==> src/design/bpbm_pkg.sv <==
// Purpose: Shared constants and types of the block protection bit map.
// Assumes: Locations are 10-bit values wide enough for 2^8 + 1 + 14.
// Notes:   Register offsets are byte addresses on a 32-bit APB port.
package bpbm_pkg;
    localparam int unsigned ADDR_W   = 24;     // Flash byte address width.
    localparam int unsigned LOC_W    = 10;     // Protection bit location width.
    localparam int unsigned NUM_SECT = 5;      // Major sections, bottom to top.
    localparam int unsigned NUM_FLD  = 2;      // Start and end fields.
    localparam logic [3:0]  DENS_MIN = 4'h4;   // Density constant for 8 Mbit.
    localparam logic [3:0]  DENS_MAX = 4'h8;   // Density constant for 128 Mbit.
    localparam logic [3:0]  DENS_RST = 4'h5;   // Density after reset.
    // Register byte offsets.
    localparam logic [7:0]  OFF_CFG    = 8'h00;
    localparam logic [7:0]  OFF_QUERY  = 8'h04;
    localparam logic [7:0]  OFF_RESULT = 8'h08;
    localparam logic [7:0]  OFF_SECT0  = 8'h10;
    // Result word field positions.
    localparam int unsigned RES_READ_LSB = 16;
    localparam int unsigned RES_SEC_LSB  = 26;
    localparam int unsigned RES_PAIR     = 29;
    localparam int unsigned RES_FAULT    = 30;
    // Section indices in address order.
    localparam logic [2:0]  SEC_BOT8   = 3'h0;
    localparam logic [2:0]  SEC_LOW32  = 3'h1;
    localparam logic [2:0]  SEC_MAIN64 = 3'h2;
    localparam logic [2:0]  SEC_UP32   = 3'h3;
    localparam logic [2:0]  SEC_TOP8   = 3'h4;
    // Address bit positions of the block layout.
    localparam int unsigned BLK64_LSB = 16;
    localparam int unsigned HALF_BIT  = 15;
    localparam int unsigned BLK8_LSB  = 13;
    // Field value meaning absolute bit zero instead of an adder.
    localparam logic [7:0]  ABS_ZERO = 8'h00;
    // Per-section type, count exponent, start adder and end adder.
    localparam logic [7:0] SECT_TYPE [NUM_SECT] = '{8'h02, 8'h03, 8'h04, 8'h03, 8'h02};
    localparam logic [7:0] SECT_CNT  [NUM_SECT] = '{8'h02, 8'h00, 8'h00, 8'h00, 8'h02};
    localparam logic [7:0] SECT_BEG  [NUM_SECT] = '{8'hff, 8'hfd, 8'h00, 8'hfe, 8'h07};
    localparam logic [7:0] SECT_END  [NUM_SECT] = '{8'h04, 8'hfd, 8'hfc, 8'hfe, 8'h0e};
    // Parameter-table locations of the sector type size entries.
    localparam logic [7:0] TYPE_LOC  [NUM_SECT] = '{8'h4e, 8'h50, 8'h52, 8'h50, 8'h4e};

    typedef enum logic [1:0] {APB_IDLE = 2'b00, APB_ACK = 2'b01} bpbm_apb_e;

    typedef struct packed {
        bpbm_apb_e          apb;      // Bus slave phase.
        logic               pready;   // Access answer.
        logic               pslverr;  // Access error.
        logic [31:0]        prdata;   // Read data.
        logic [3:0]         dens;     // Density constant m.
        logic [ADDR_W-1:0]  addr;     // Queried flash address.
        logic [LOC_W-1:0]   bit_loc;  // Governing bit, write lock for 8K.
        logic [LOC_W-1:0]   read_loc; // Read lock bit for 8K blocks.
        logic [2:0]         sect;     // Section of the address.
        logic               pair;     // Read and write pair is valid.
        logic               fault;    // Address or bit outside the map.
    } bpbm_state_s;

    localparam bpbm_state_s ST_RESET = '{apb: APB_IDLE, pready: 1'b0, pslverr: 1'b0,
        prdata: 32'h0000_0000, dens: DENS_RST, addr: 24'h00_0000, bit_loc: 10'h000,
        read_loc: 10'h000, sect: SEC_BOT8, pair: 1'b0, fault: 1'b0};
endpackage

==> src/design/bpbm_map_if.sv <==
// Purpose: Carries the query between the top and its two decoders.
// Assumes: Purely combinational signals on one clock.
// Notes:   The owner drives density, address and the section fields.
interface bpbm_map_if;
    import bpbm_pkg::*;
    logic [3:0]        dens;            // Density constant m.
    logic [ADDR_W-1:0] addr;            // Flash byte address.
    logic [2:0]        sect;            // Section holding the address.
    logic [7:0]        blk;             // Block index inside the section.
    logic              beyond;          // Address above the density.
    logic [7:0]        field [NUM_FLD]; // Start and end adder fields.
    logic [LOC_W-1:0]  loc   [NUM_FLD]; // Decoded bit locations.
    modport classify (input dens, addr, output sect, blk, beyond);
    modport decode   (input dens, field, output loc);
endinterface

==> src/design/bpbm_addr_classify.sv <==
// Purpose: Finds the section and block index that hold an address.
// Assumes: Density constant between four and eight.
// Notes:   The first and last 64-Kbyte slots hold the small blocks.
module bpbm_addr_classify
    import bpbm_pkg::*;
(
    bpbm_map_if.classify mp
);
    logic [7:0] mask;  // Ones across the 64-Kbyte index bits.
    logic [7:0] blk64; // 64-Kbyte slot of the address.

    // The lowest slot splits into 8K blocks then 32K; the top one mirrors it.
    // slot layout by address
    always_comb
    begin
        mask      = 8'((9'h001 << mp.dens) - 9'h001);
        blk64     = mp.addr[ADDR_W-1:BLK64_LSB] & mask;
        mp.beyond = (mp.addr[ADDR_W-1:BLK64_LSB] & ~mask) != 8'h00;
        if (blk64 == 8'h00)
        begin
            mp.sect = mp.addr[HALF_BIT] ? SEC_LOW32 : SEC_BOT8;
            mp.blk  = mp.addr[HALF_BIT] ? 8'h00 : {6'h00, mp.addr[HALF_BIT-1:BLK8_LSB]};
        end
        else if (blk64 == mask)
        begin
            mp.sect = mp.addr[HALF_BIT] ? SEC_TOP8 : SEC_UP32;
            mp.blk  = mp.addr[HALF_BIT] ? {6'h00, mp.addr[HALF_BIT-1:BLK8_LSB]} : 8'h00;
        end
        else
        begin
            mp.sect = SEC_MAIN64;
            mp.blk  = blk64 - 8'h01;
        end
    end
endmodule

==> src/design/bpbm_adder_decode.sv <==
// Purpose: Turns stored start and end fields into bit locations.
// Assumes: Fields are two's complement adders on 2^m + 1.
// Notes:   A zero field is the absolute location zero.
module bpbm_adder_decode
    import bpbm_pkg::*;
(
    bpbm_map_if.decode mp
);
    for (genvar i = 0; i < NUM_FLD; i++)
    begin : g_fld
        // Sign-extend the adder so that negative values subtract.
        // base plus adder
        assign mp.loc[i] = (mp.field[i] == ABS_ZERO) ? '0
            : LOC_W'((LOC_W'(1) << mp.dens) + LOC_W'(1) + LOC_W'($signed(mp.field[i])));
    end
endmodule

==> src/design/bpbm_top.sv <==
// Purpose: Maps a flash address to its block protection register bits.
// Assumes: APB master on sys_clk; synchronous active-high reset.
// Notes:   Results are registered one clock after the query changes.
//
// How it works
// - Layout: 4x8K, 32K, 64K run, 32K, 4x8K.
// - 8K blocks are sector type two.
// - 32K blocks are sector type three.
// - 64K blocks are sector type four.
// - Small section count is two to n.
// - 64K block count is 2^m minus two.
// - Density constant m spans four to eight.
// - Location is 2^m plus one plus adder.
// - Adder is signed; zero means bit zero.
// - Bottom 8K adders are -1 and 4.
// - 32K sections use -3 and -2.
// - 64K run starts at zero, ends -4.
// - Top 8K adders are 7 and 14.
// - 8K bits: odd read lock, even write.
// - 64K bits step by one per block; 8K pairs step by two.
//
// The register addresses and the APB register port were decided locally.
module bpbm_top
    import bpbm_pkg::*;
(
    input  wire logic              sys_clk,       // System clock, 40 MHz.
    input  wire logic              rst,           // Synchronous reset.
    input  wire logic              psel,          // APB select.
    input  wire logic              penable,       // APB access phase.
    input  wire logic              pwrite,        // APB direction.
    input  wire logic [7:0]        paddr,         // APB byte address.
    input  wire logic [31:0]       pwdata,        // APB write data.
    output logic      [31:0]       prdata,        // APB read data.
    output logic                   pready,        // APB answer.
    output logic                   pslverr,       // APB error.
    output logic      [LOC_W-1:0]  prot_bit,      // Governing bit location.
    output logic      [LOC_W-1:0]  read_lock_bit, // Read lock for 8K blocks.
    output logic                   lock_pair,     // Read and write pair valid.
    output logic      [2:0]        prot_section,  // Section of the query.
    output logic                   map_fault      // Query outside the map.
);
    ////////////////////////////////////////////////////////////////////////////
    // State and the decoders.
    ////////////////////////////////////////////////////////////////////////////

    bpbm_state_s       st_q;     // All registered state.
    bpbm_state_s       st_d;     // Next value of the state.
    bpbm_map_if        u_map (); // Shared query signals.
    logic              is_small; // The section is an 8K section.
    logic [LOC_W-1:0]  bit_c;    // Governing bit of the current query.
    logic [LOC_W-1:0]  read_c;   // Read lock bit of the current query.
    logic              fault_c;  // Current query falls outside the map.
    logic [31:0]       res_word; // Result register as read now.
    logic [31:0]       rd_word;  // Word selected by the address.
    logic              rd_err;   // The address answers with an error.
    logic [2:0]        sel_sect; // Section picked by a descriptor read.
    logic [7:0]        sel_off;  // Offset from the first descriptor word.

    bpbm_addr_classify u_cls
    (
        .mp (u_map)
    );

    bpbm_adder_decode u_dec
    (
        .mp (u_map)
    );

    // The decoders always see the registered query, so reads and results agree.
    assign u_map.dens     = st_q.dens;
    assign u_map.addr     = st_q.addr;
    // A query write thus reaches the ports two edges after its access.
    // The table lookup is indexed by the live section of the query.
    // Adders of the section that holds the address.
    // start and end adders of any section
    assign u_map.field[0] = SECT_BEG[u_map.sect];
    assign u_map.field[1] = SECT_END[u_map.sect];

    ////////////////////////////////////////////////////////////////////////////
    // Address to protection bit mapping.
    ////////////////////////////////////////////////////////////////////////////

    // The 8K sections hold a write and read bit per block, so they step by two.
    // The bottom 8K range is only six bits wide, so its fourth block overruns;
    // that case raises the fault flag instead of silently wrapping.
    // On a fault the bit fields still show, and software must ignore them.
    always_comb
    begin
        is_small = (u_map.sect == SEC_BOT8) || (u_map.sect == SEC_TOP8);
        if (is_small)
        begin
            bit_c  = LOC_W'(u_map.loc[0] + LOC_W'({u_map.blk, 1'b0}));
            read_c = LOC_W'(bit_c + LOC_W'(1));
        end
        else
        begin
            bit_c  = LOC_W'(u_map.loc[0] + LOC_W'(u_map.blk));
            read_c = '0;
        end
        fault_c = u_map.beyond || (is_small ? (read_c > u_map.loc[1])
                                            : (bit_c > u_map.loc[1]));
    end

    ////////////////////////////////////////////////////////////////////////////
    // Register read data.
    ////////////////////////////////////////////////////////////////////////////

    // Result and descriptor words are built from live values, so a read right
    // after a query write already shows the new answer.
    // Writes to the result or descriptor words are refused with an error.
    always_comb
    begin
        res_word = 32'h0000_0000;
        res_word[LOC_W-1:0] = bit_c;
        res_word[RES_READ_LSB +: LOC_W] = read_c;
        res_word[RES_SEC_LSB +: 3] = u_map.sect;
        res_word[RES_PAIR] = is_small;
        res_word[RES_FAULT] = fault_c;
        // Descriptors are indexed from their own base, not from offset zero.
        sel_off = paddr - OFF_SECT0;
        sel_sect = sel_off[4:2];
        rd_word = 32'h0000_0000;
        rd_err = 1'b0;
        if (paddr[1:0] != 2'b00)
        begin
            // Misaligned accesses are refused.
            rd_err = 1'b1;
        end
        else if (paddr == OFF_CFG)
        begin
            rd_word[3:0] = st_q.dens;
        end
        else if (paddr == OFF_QUERY)
        begin
            rd_word[ADDR_W-1:0] = st_q.addr;
        end
        else if (paddr == OFF_RESULT)
        begin
            rd_word = res_word;
        end
        else if ((paddr >= OFF_SECT0) && (sel_sect < 3'(NUM_SECT)) && (sel_off[7:5] == 3'h0))
        begin
            // Descriptor: type, count, start adder, end adder, low byte first.
            // type of the selected section
            rd_word[7:0] = SECT_TYPE[sel_sect];
            rd_word[15:8] = (sel_sect == SEC_MAIN64) ? {4'h0, st_q.dens} : SECT_CNT[sel_sect];
            rd_word[23:16] = SECT_BEG[sel_sect];
            rd_word[31:24] = SECT_END[sel_sect];
        end
        else
        begin
            // Unmapped offsets read zero with an error.
            rd_err = 1'b1;
        end
    end

    ////////////////////////////////////////////////////////////////////////////
    // Next state: APB slave and the result registers.
    ////////////////////////////////////////////////////////////////////////////

    // Zero wait states: the setup cycle loads the answer, and pready stands for
    // exactly the one access cycle.
    // A master that waits on pready and one that assumes no wait both work.
    always_comb
    begin
        st_d = st_q;
        st_d.pready = 1'b0;
        st_d.pslverr = 1'b0;
        st_d.bit_loc = bit_c;
        st_d.read_loc = read_c;
        st_d.sect = u_map.sect;
        st_d.pair = is_small;
        st_d.fault = fault_c;
        unique case (st_q.apb)
            APB_IDLE:
            begin
                // A setup cycle prepares the answer for the access cycle.
                // Write data is taken later, at the access edge itself.
                if (psel && !penable)
                begin
                    st_d.apb = APB_ACK;
                    st_d.pready = 1'b1;
                    st_d.prdata = pwrite ? 32'h0000_0000 : rd_word;
                    st_d.pslverr = pwrite ? !((paddr == OFF_CFG) || (paddr == OFF_QUERY))
                                          : rd_err;
                end
            end
            APB_ACK:
            begin
                // The write takes effect at the edge where pready is high.
                // The next setup can only follow this edge, so none is lost.
                st_d.apb = APB_IDLE;
                st_d.prdata = 32'h0000_0000;
                if (psel && penable && pwrite)
                begin
                    if ((paddr == OFF_CFG) && (pwdata[3:0] >= DENS_MIN)
                        && (pwdata[3:0] <= DENS_MAX) && (pwdata[31:4] == 28'h000_0000))
                    begin
                        st_d.dens = pwdata[3:0];
                    end
                    if (paddr == OFF_QUERY)
                    begin
                        st_d.addr = pwdata[ADDR_W-1:0];
                    end
                end
            end
        endcase
    end

    // One register for all state.
    // The reset is synchronous, so every field returns to it together.
    always_ff @(posedge sys_clk)
    begin
        if (rst)
        begin
            st_q <= ST_RESET;
        end
        else
        begin
            st_q <= st_d;
        end
    end

    // Every output is a flip-flop of the state.
    // No output is decoded after the register, so none can glitch.
    assign prdata        = st_q.prdata;
    assign pready        = st_q.pready;
    assign pslverr       = st_q.pslverr;
    assign prot_bit      = st_q.bit_loc;
    assign read_lock_bit = st_q.read_loc;
    assign lock_pair     = st_q.pair;
    assign prot_section  = st_q.sect;
    assign map_fault     = st_q.fault;

    ////////////////////////////////////////////////////////////////////////////
    // Checks.
    ////////////////////////////////////////////////////////////////////////////

    logic [ADDR_W-1:0] top_addr; // Last byte of the array at this density.

    assign top_addr = ADDR_W'((25'h000_0001 << (BLK64_LSB + st_q.dens)) - 25'h000_0001);
endmodule

==> config.mk <==
export PLATFORM = sky130hd
export DESIGN_NAME = bpbm_top
export DESIGN_NICKNAME = d
export VERILOG_FILES = /design/src/design/bpbm_pkg.sv /design/src/design/bpbm_map_if.sv /design/src/design/bpbm_addr_classify.sv /design/src/design/bpbm_adder_decode.sv /design/src/design/bpbm_top.sv
export SDC_FILE = /design/constraint.sdc
export NUM_CORES = 1
export LEC_CHECK = 0
export BUFFER_PORTS_ARGS = -buffer_cell sky130_fd_sc_hd__buf_4
export CORE_UTILIZATION = 46
export DETAILED_ROUTE_END_ITERATION = 10
export HOLD_SLACK_MARGIN = 0.1
export PLACE_DENSITY_LB_ADDON = 0.25
export SETUP_SLACK_MARGIN = 0.4
export SLEW_MARGIN = 20
export SYNTH_ARGS = -nofsm -noshare
export SYNTH_HDL_FRONTEND = slang
export SYNTH_HIERARCHICAL = 1
export SYNTH_SLANG_ARGS = --single-unit
==> constraint.sdc <==
create_clock -name sys_clk -period 16.1 [get_ports sys_clk]
set_input_delay 0.805 -clock sys_clk [delete_from_list [all_inputs] [get_ports sys_clk]]
set_output_delay 0.805 -clock sys_clk [all_outputs]
set_load 0.05 [all_outputs]
==> Yosys cells after proc, flatten, opt, wreduce, memory -nomap -nowiden <==
Memory sizes are Yosys's and may differ from the RTL's.
Index checks and enable logic that the tools add are counted.
{ "word_totals": {"input_bits": 45, "memories": 6, "reg_bits": 89, "romBits": 384, "out_inout_bits": 59, "elab_cells": 120} }
{ "memory_table": {"columns": ["memory", "depth", "width", "read_ports", "rd_clocked_by_memory_dff", "write_ports", "line_no", "text"], "rows": [
  ["(no name shown)", 8, 8, 1, 0, 0, "bpbm_top.sv:148", "rd_word[31:24] = SECT_END[sel_sect];"],
  ["(no name shown)", 8, 8, 1, 0, 0, "bpbm_top.sv:147", "rd_word[23:16] = SECT_BEG[sel_sect];"],
  ["(no name shown)", 8, 8, 1, 0, 0, "bpbm_top.sv:146", "rd_word[15:8] = (sel_sect == SEC_MAIN64) ? {4'h0, st_q.dens} : SECT_CNT[sel_sect];"],
  ["(no name shown)", 8, 8, 1, 0, 0, "bpbm_top.sv:145", "rd_word[7:0] = SECT_TYPE[sel_sect];"],
  ["(no name shown)", 8, 8, 1, 0, 0, "bpbm_top.sv:77", "assign u_map.field[1] = SECT_END[u_map.sect];"],
  ["(no name shown)", 8, 8, 1, 0, 0, "bpbm_top.sv:76", "assign u_map.field[0] = SECT_BEG[u_map.sect];"]
]} }
{ "op_classes": {"muxes": 43, "n_eq_ne": 7, "add_sub_neg": 9, "reduce_logical": 27, "magnitude_cmp": 8, "shifts": 2, "n_bitwise": 7} }
{ "op_table": {"columns": ["operator", "count"], "rows": [
  ["2-to-1 mux 32 bit", 4],
  ["2-to-1 mux 8 bit", 16],
  ["case mux 32 bit (2 select lines)", 1],
  ["2-to-1 mux 10 bit", 4],
  ["2-to-1 mux 36 bit", 1],
  ["logical NOT 8 bit", 4],
  ["adder 10 x 8 -> 10 bit", 3],
  ["logical NOT 28 bit", 1],
  ["2-to-1 mux 28 bit", 1],
  ["2-to-1 mux 24 bit", 1],
  ["> comparator 10 bit", 2],
  ["bitwise AND 8 bit", 2],
  ["subtractor 8 x 1 -> 8 bit (second input constant)", 2],
  ["adder 10 x 1 -> 10 bit (second input constant)", 1],
  ["adder 10 x 2 -> 10 bit (second input constant)", 1],
  ["adder 10 x 9 -> 10 bit", 1],
  ["left shift 1 x 4 -> 10 bit (first input constant)", 1],
  ["2-to-1 mux 3 bit", 3],
  ["== test 8 x 3 -> 1 bit (second input constant)", 1],
  ["== test 8 x 4 -> 1 bit (second input constant)", 1],
  ["== test 8 bit", 1],
  ["greater-or-equal comparator 4 bit (second input constant)", 2],
  ["greater-or-equal comparator 8 x 5 -> 1 bit (second input constant)", 1],
  ["logical AND 1 bit", 8],
  ["other kinds (25)", 40]
]} }

==> Longest topological paths before layout <==
{ "depth": {"ltp_word": 25, "mapped_depth": 37, "ltp_nobuf": 34} }

==> Modules after synthesis <==
The synthesis kept the hierarchy.
{ "by_module_without_submodules": {"columns": ["mod", "instances", "seq_area_each_um2", "area_each_um2", "cells_per_inst"], "rows": [
  ["bpbm_top", 1, 1761.7, 5627.9, 701],
  ["bpbm_adder_decode", 1, 0.0, 1023.5, 134],
  ["bpbm_addr_classify", 1, 0.0, 585.6, 92]
]} }

==> Least setup slack after synthesis <==
No wires, ideal clock.
{ "synth_path": {"path_kind": "register to register", "start": "register st_q, in the netlist u_map.dens[2]", "end": "register st_q, in the netlist prdata[30]", "n_path_buf": 3, "required_ns": 16.012, "slack_ns": 8.636, "setup_time_ns": 0.088, "synth_period_minus_slack_ns": 7.464, "arrival_time_ns": 7.376, "path_stages_with_launch": 38, "cell_sequence": "dfxtp_1 buf_6 nor2_1 nand2_1 ha_1 nand2b_1 mux2i_1 nor3b_4 and4_1 buf_4 nand2b_1 o21ai_0 inv_1 ha_1 nor2_1 ha_1 o21a_2 a21oi_2 [2 not listed] a21oi_1 ha_1 buf_6 and3_4 a221oi_2 xnor2_1 and4_1 a21oi_1 o21a_1 ha_1 nand4_1 nor2_1 a211oi_1 nand2_1 o311a_1 a311oi_1 nand2_1 a311oi_2"} }
{ "synth_rtl": {"columns": ["item", "line_no", "text"], "rows": [
  ["start: declaration", "bpbm_top.sv:46", "bpbm_state_s st_q;"],
  ["start signal: assignment", "bpbm_top.sv:220", "st_q <= st_d;"]
]} }

==> reports/qor.yml <==
hold_path:
  hp-class: "register to register"
die:
  die_x_um: 127.4
  start_util: 0.4743
  num_rows: 45
  core_mm2: 0.01526
  die_y_um: 127.4
  die_area_mm2: 0.01624
  pin_count: 104
drt:
  drtAntennaViolNets: 0
  drt_pre_antenna_iters: 5
  wire_per_inst_um: 17.30
  wirelength_mm: 20.25
  via_count: 6587
  drt-initial-drc-count: 564
  drc: 0
  vias_per_cell: 5.625
logic_synthesis:
  ys_seq_area_frac: 0.2434
  post-synth-top-count-cell: "nand2_1"
  netlist_area_mm2: 0.007237
  synth_top_area_share: 0.2434
  synth_cells: 927
  synth_area_per_cell_um2: 7.807
  ys_types: 85
  async_flop_share: 0
  synth_common_cells: "107 x nand2_1, 101 x nor2_1, 88 x dfxtp_1"
  ys_ff_latch: 88
  synthFlopType: "dfxtp_1"
  yosys_warnings: 6
  synth_edf_count: 0
  yosys-top-cells-area: "dfxtp_1 24%, ha_1 12%, a21oi_1 6.0%"
  synth_top_area_cell: "dfxtp_1"
cts:
  cts_buffers: 9
  cts_setup_buffers: 0
  cts.sinks: 88
  holdBufCountCts: 0
  worstSkewPairLatency_ps: 360
  cts_tree: "done"
  clk_pin_slew_ps: 70
  cts_resized: 0
  htree_num_levels: 3
  cts_buffer_depth: 2
  root_buffer: "clkbuf_16"
power:
  leakagePower_nw: 3.470
  ir_worst_vdd_mv: 0.04876
  p_total_mw: 0.4774
  p_per_area_mw_per_mm2: 59.51
critical_path:
  crit_path_max_fanout: 23
  cp-startpoint: "u_map.dens[3]"
  cp.depth: 34
  reg2reg_to: "prdata[30]"
  crit_type: "register to register"
  cp_common_cell: "ha_1"
  r2r_cells: 34
  ff2ff_setup_slack_ps: 7600
  start_kind: "register"
  end_kind: "register"
  cp_top_family: "simple AND/OR/NAND/NOR gates"
  worst-path-buf-inv: 1
  cp-endpoint: "prdata[30]"
  crit_required_ps: 16360
  arrival_ps: 8760
  slowest_delay_ps: 800
  critical-path-slowest-cell: "dfxtp_1"
  r2r-start: "u_map.dens[3]"
outcome:
  status: "completed"
global_routing:
  grt_pass1_vias: 6017
  grt_max_degree: 74
  antenna_found_initial: 0
  grt.overflow.total: 0
  grt_pass1_wl_mm: 31.62
  grtUsageTotal: 0.2497
sta:
  min_period_ps: 8497
  tightestPinTransition_ps: 915.9
  fin_skew_ps: 12.42
  setup_tns_ps: 0
  final.period_utilization: 0.5278
  rsz0062_at_grt: "no"
  setup_viol: 0
  relSlewSlack: 0.3847
  finalHoldViolations: 0
  holdWs_ps: 453.7
  fmax_mhz: 117.7
  slew_violations: 0
final_layout:
  fillers: 1497
  nets: 1073
  instances_no_fill: 1171
  fin_util: 0.5257
  antenna_cells: 0
  final-seq-area_mm2: 0.001762
  drive_above_1_share: 0.1615
  multi_input_area_mm2: 0.004731
  syn_to_final_growth_pct: 10.84
placed_design:
  dp_hpwl_mm: 15.95
  gp_congestion: 0.9374
  io_buffers: 103
  dp.cells: 1155
flow_run:
  drv_cap: 0
[flip-flops by register name, indices dropped and copies added (netlist names)]
register       flops
prdata            32
u_map.addr        24
prot_bit          10
read_lock_bit     10
u_map.dens         4
prot_section       3
lock_pair          1
map_fault          1
pready             1
pslverr            1
st_q               1
[cell type report]
cell class | instances | area share
Inverter | 39 | 0.01825
Tap cell | 211 | 0.03291
Multi-Input combinational cell | 710 | 0.5898
Sequential cell | 88 | 0.2196
Clock buffer | 9 | 0.02808
Clock inverter | 7 | 0.01123
Timing Repair Buffer | 107 | 0.1001
[routing by layer]
metal | up-vias | GRT usage | wire, um
met1 | 3049 | 0.3552 | 9609
li1 | 3260 | - | -
met3 | 41 | 0.03685 | 1199
met5 | - | 0 | 0
met2 | 237 | 0.3719 | 8762
met4 | 0 | 0.1099 | 682
[report_power, final]
part / leakage (nW) / internal (mW) / switching, mW
Clock: 0.147 / 0.124 / 0.0987
Combinational: 2.61 / 0.0140 / 0.0221
Sequential: 0.711 / 0.219 / 0.000383
[stage by stage]
| step | instance area [um2] | setup slack [ps] |
|---|---|---|
| 5_1_grt | 8021 | 6863 |
| 3_5_place_dp | 7706 | 7710 |
| 2_1_floorplan | 7241 | 8636 |
| 4_1_cts | 8021 | 7702 |
| 3_3_place_gp | 7706 | 8052 |
| 6_report | 8021 | 7603 |
[kinds of logic after synthesis]
| logic type | Yosys count | share of synthesized area |
|---|---|---|
| AND/OR/NAND/NOR | 352 | 0.2434 |
| AO/OA/AOI/OAI | 227 | 0.2066 |
| buffers and inverters | 130 | 0.1039 |
| flip-flops | 88 | 0.2434 |
| adder cells (fa/ha/maj) | 73 | 0.1304 |
| XOR/XNOR | 40 | 0.04945 |
| multiplexers | 16 | 0.02230 |
| other | 1 | 0.0005182 |
[worst min-delay path, cell delays in order, from the launching register on]
cell and delay (ps):
dfxtp_1 310, nand2_1 50, a21oi_1 50
[worst min-delay path by stage]
stage,start,endpoint,slack [ps],depth (start not counted)
finish,prdata[28],prdata[28],450,2
global route,u_map.addr[0],u_map.addr[0],480,2
detailed placement,prdata[18],prdata[18],450,2
CTS,prdata[18],prdata[18],460,2
floorplan,prdata[8],prdata[8],430,2
global placement,prdata[18],prdata[18],440,2
[placed cells by master, fill, tap and decap left out, types with 16 or more instances in the layout]
master / n
nor2_1: 101
ha_1: 69
nand2b_1: 19
xnor2_1: 25
nand3_1: 16
inv_1: 39
nand2_1: 107
a21oi_1: 86
dfxtp_1: 88
o21ai_0: 30
buf_4: 107
(Power assumes the default switching activity.)
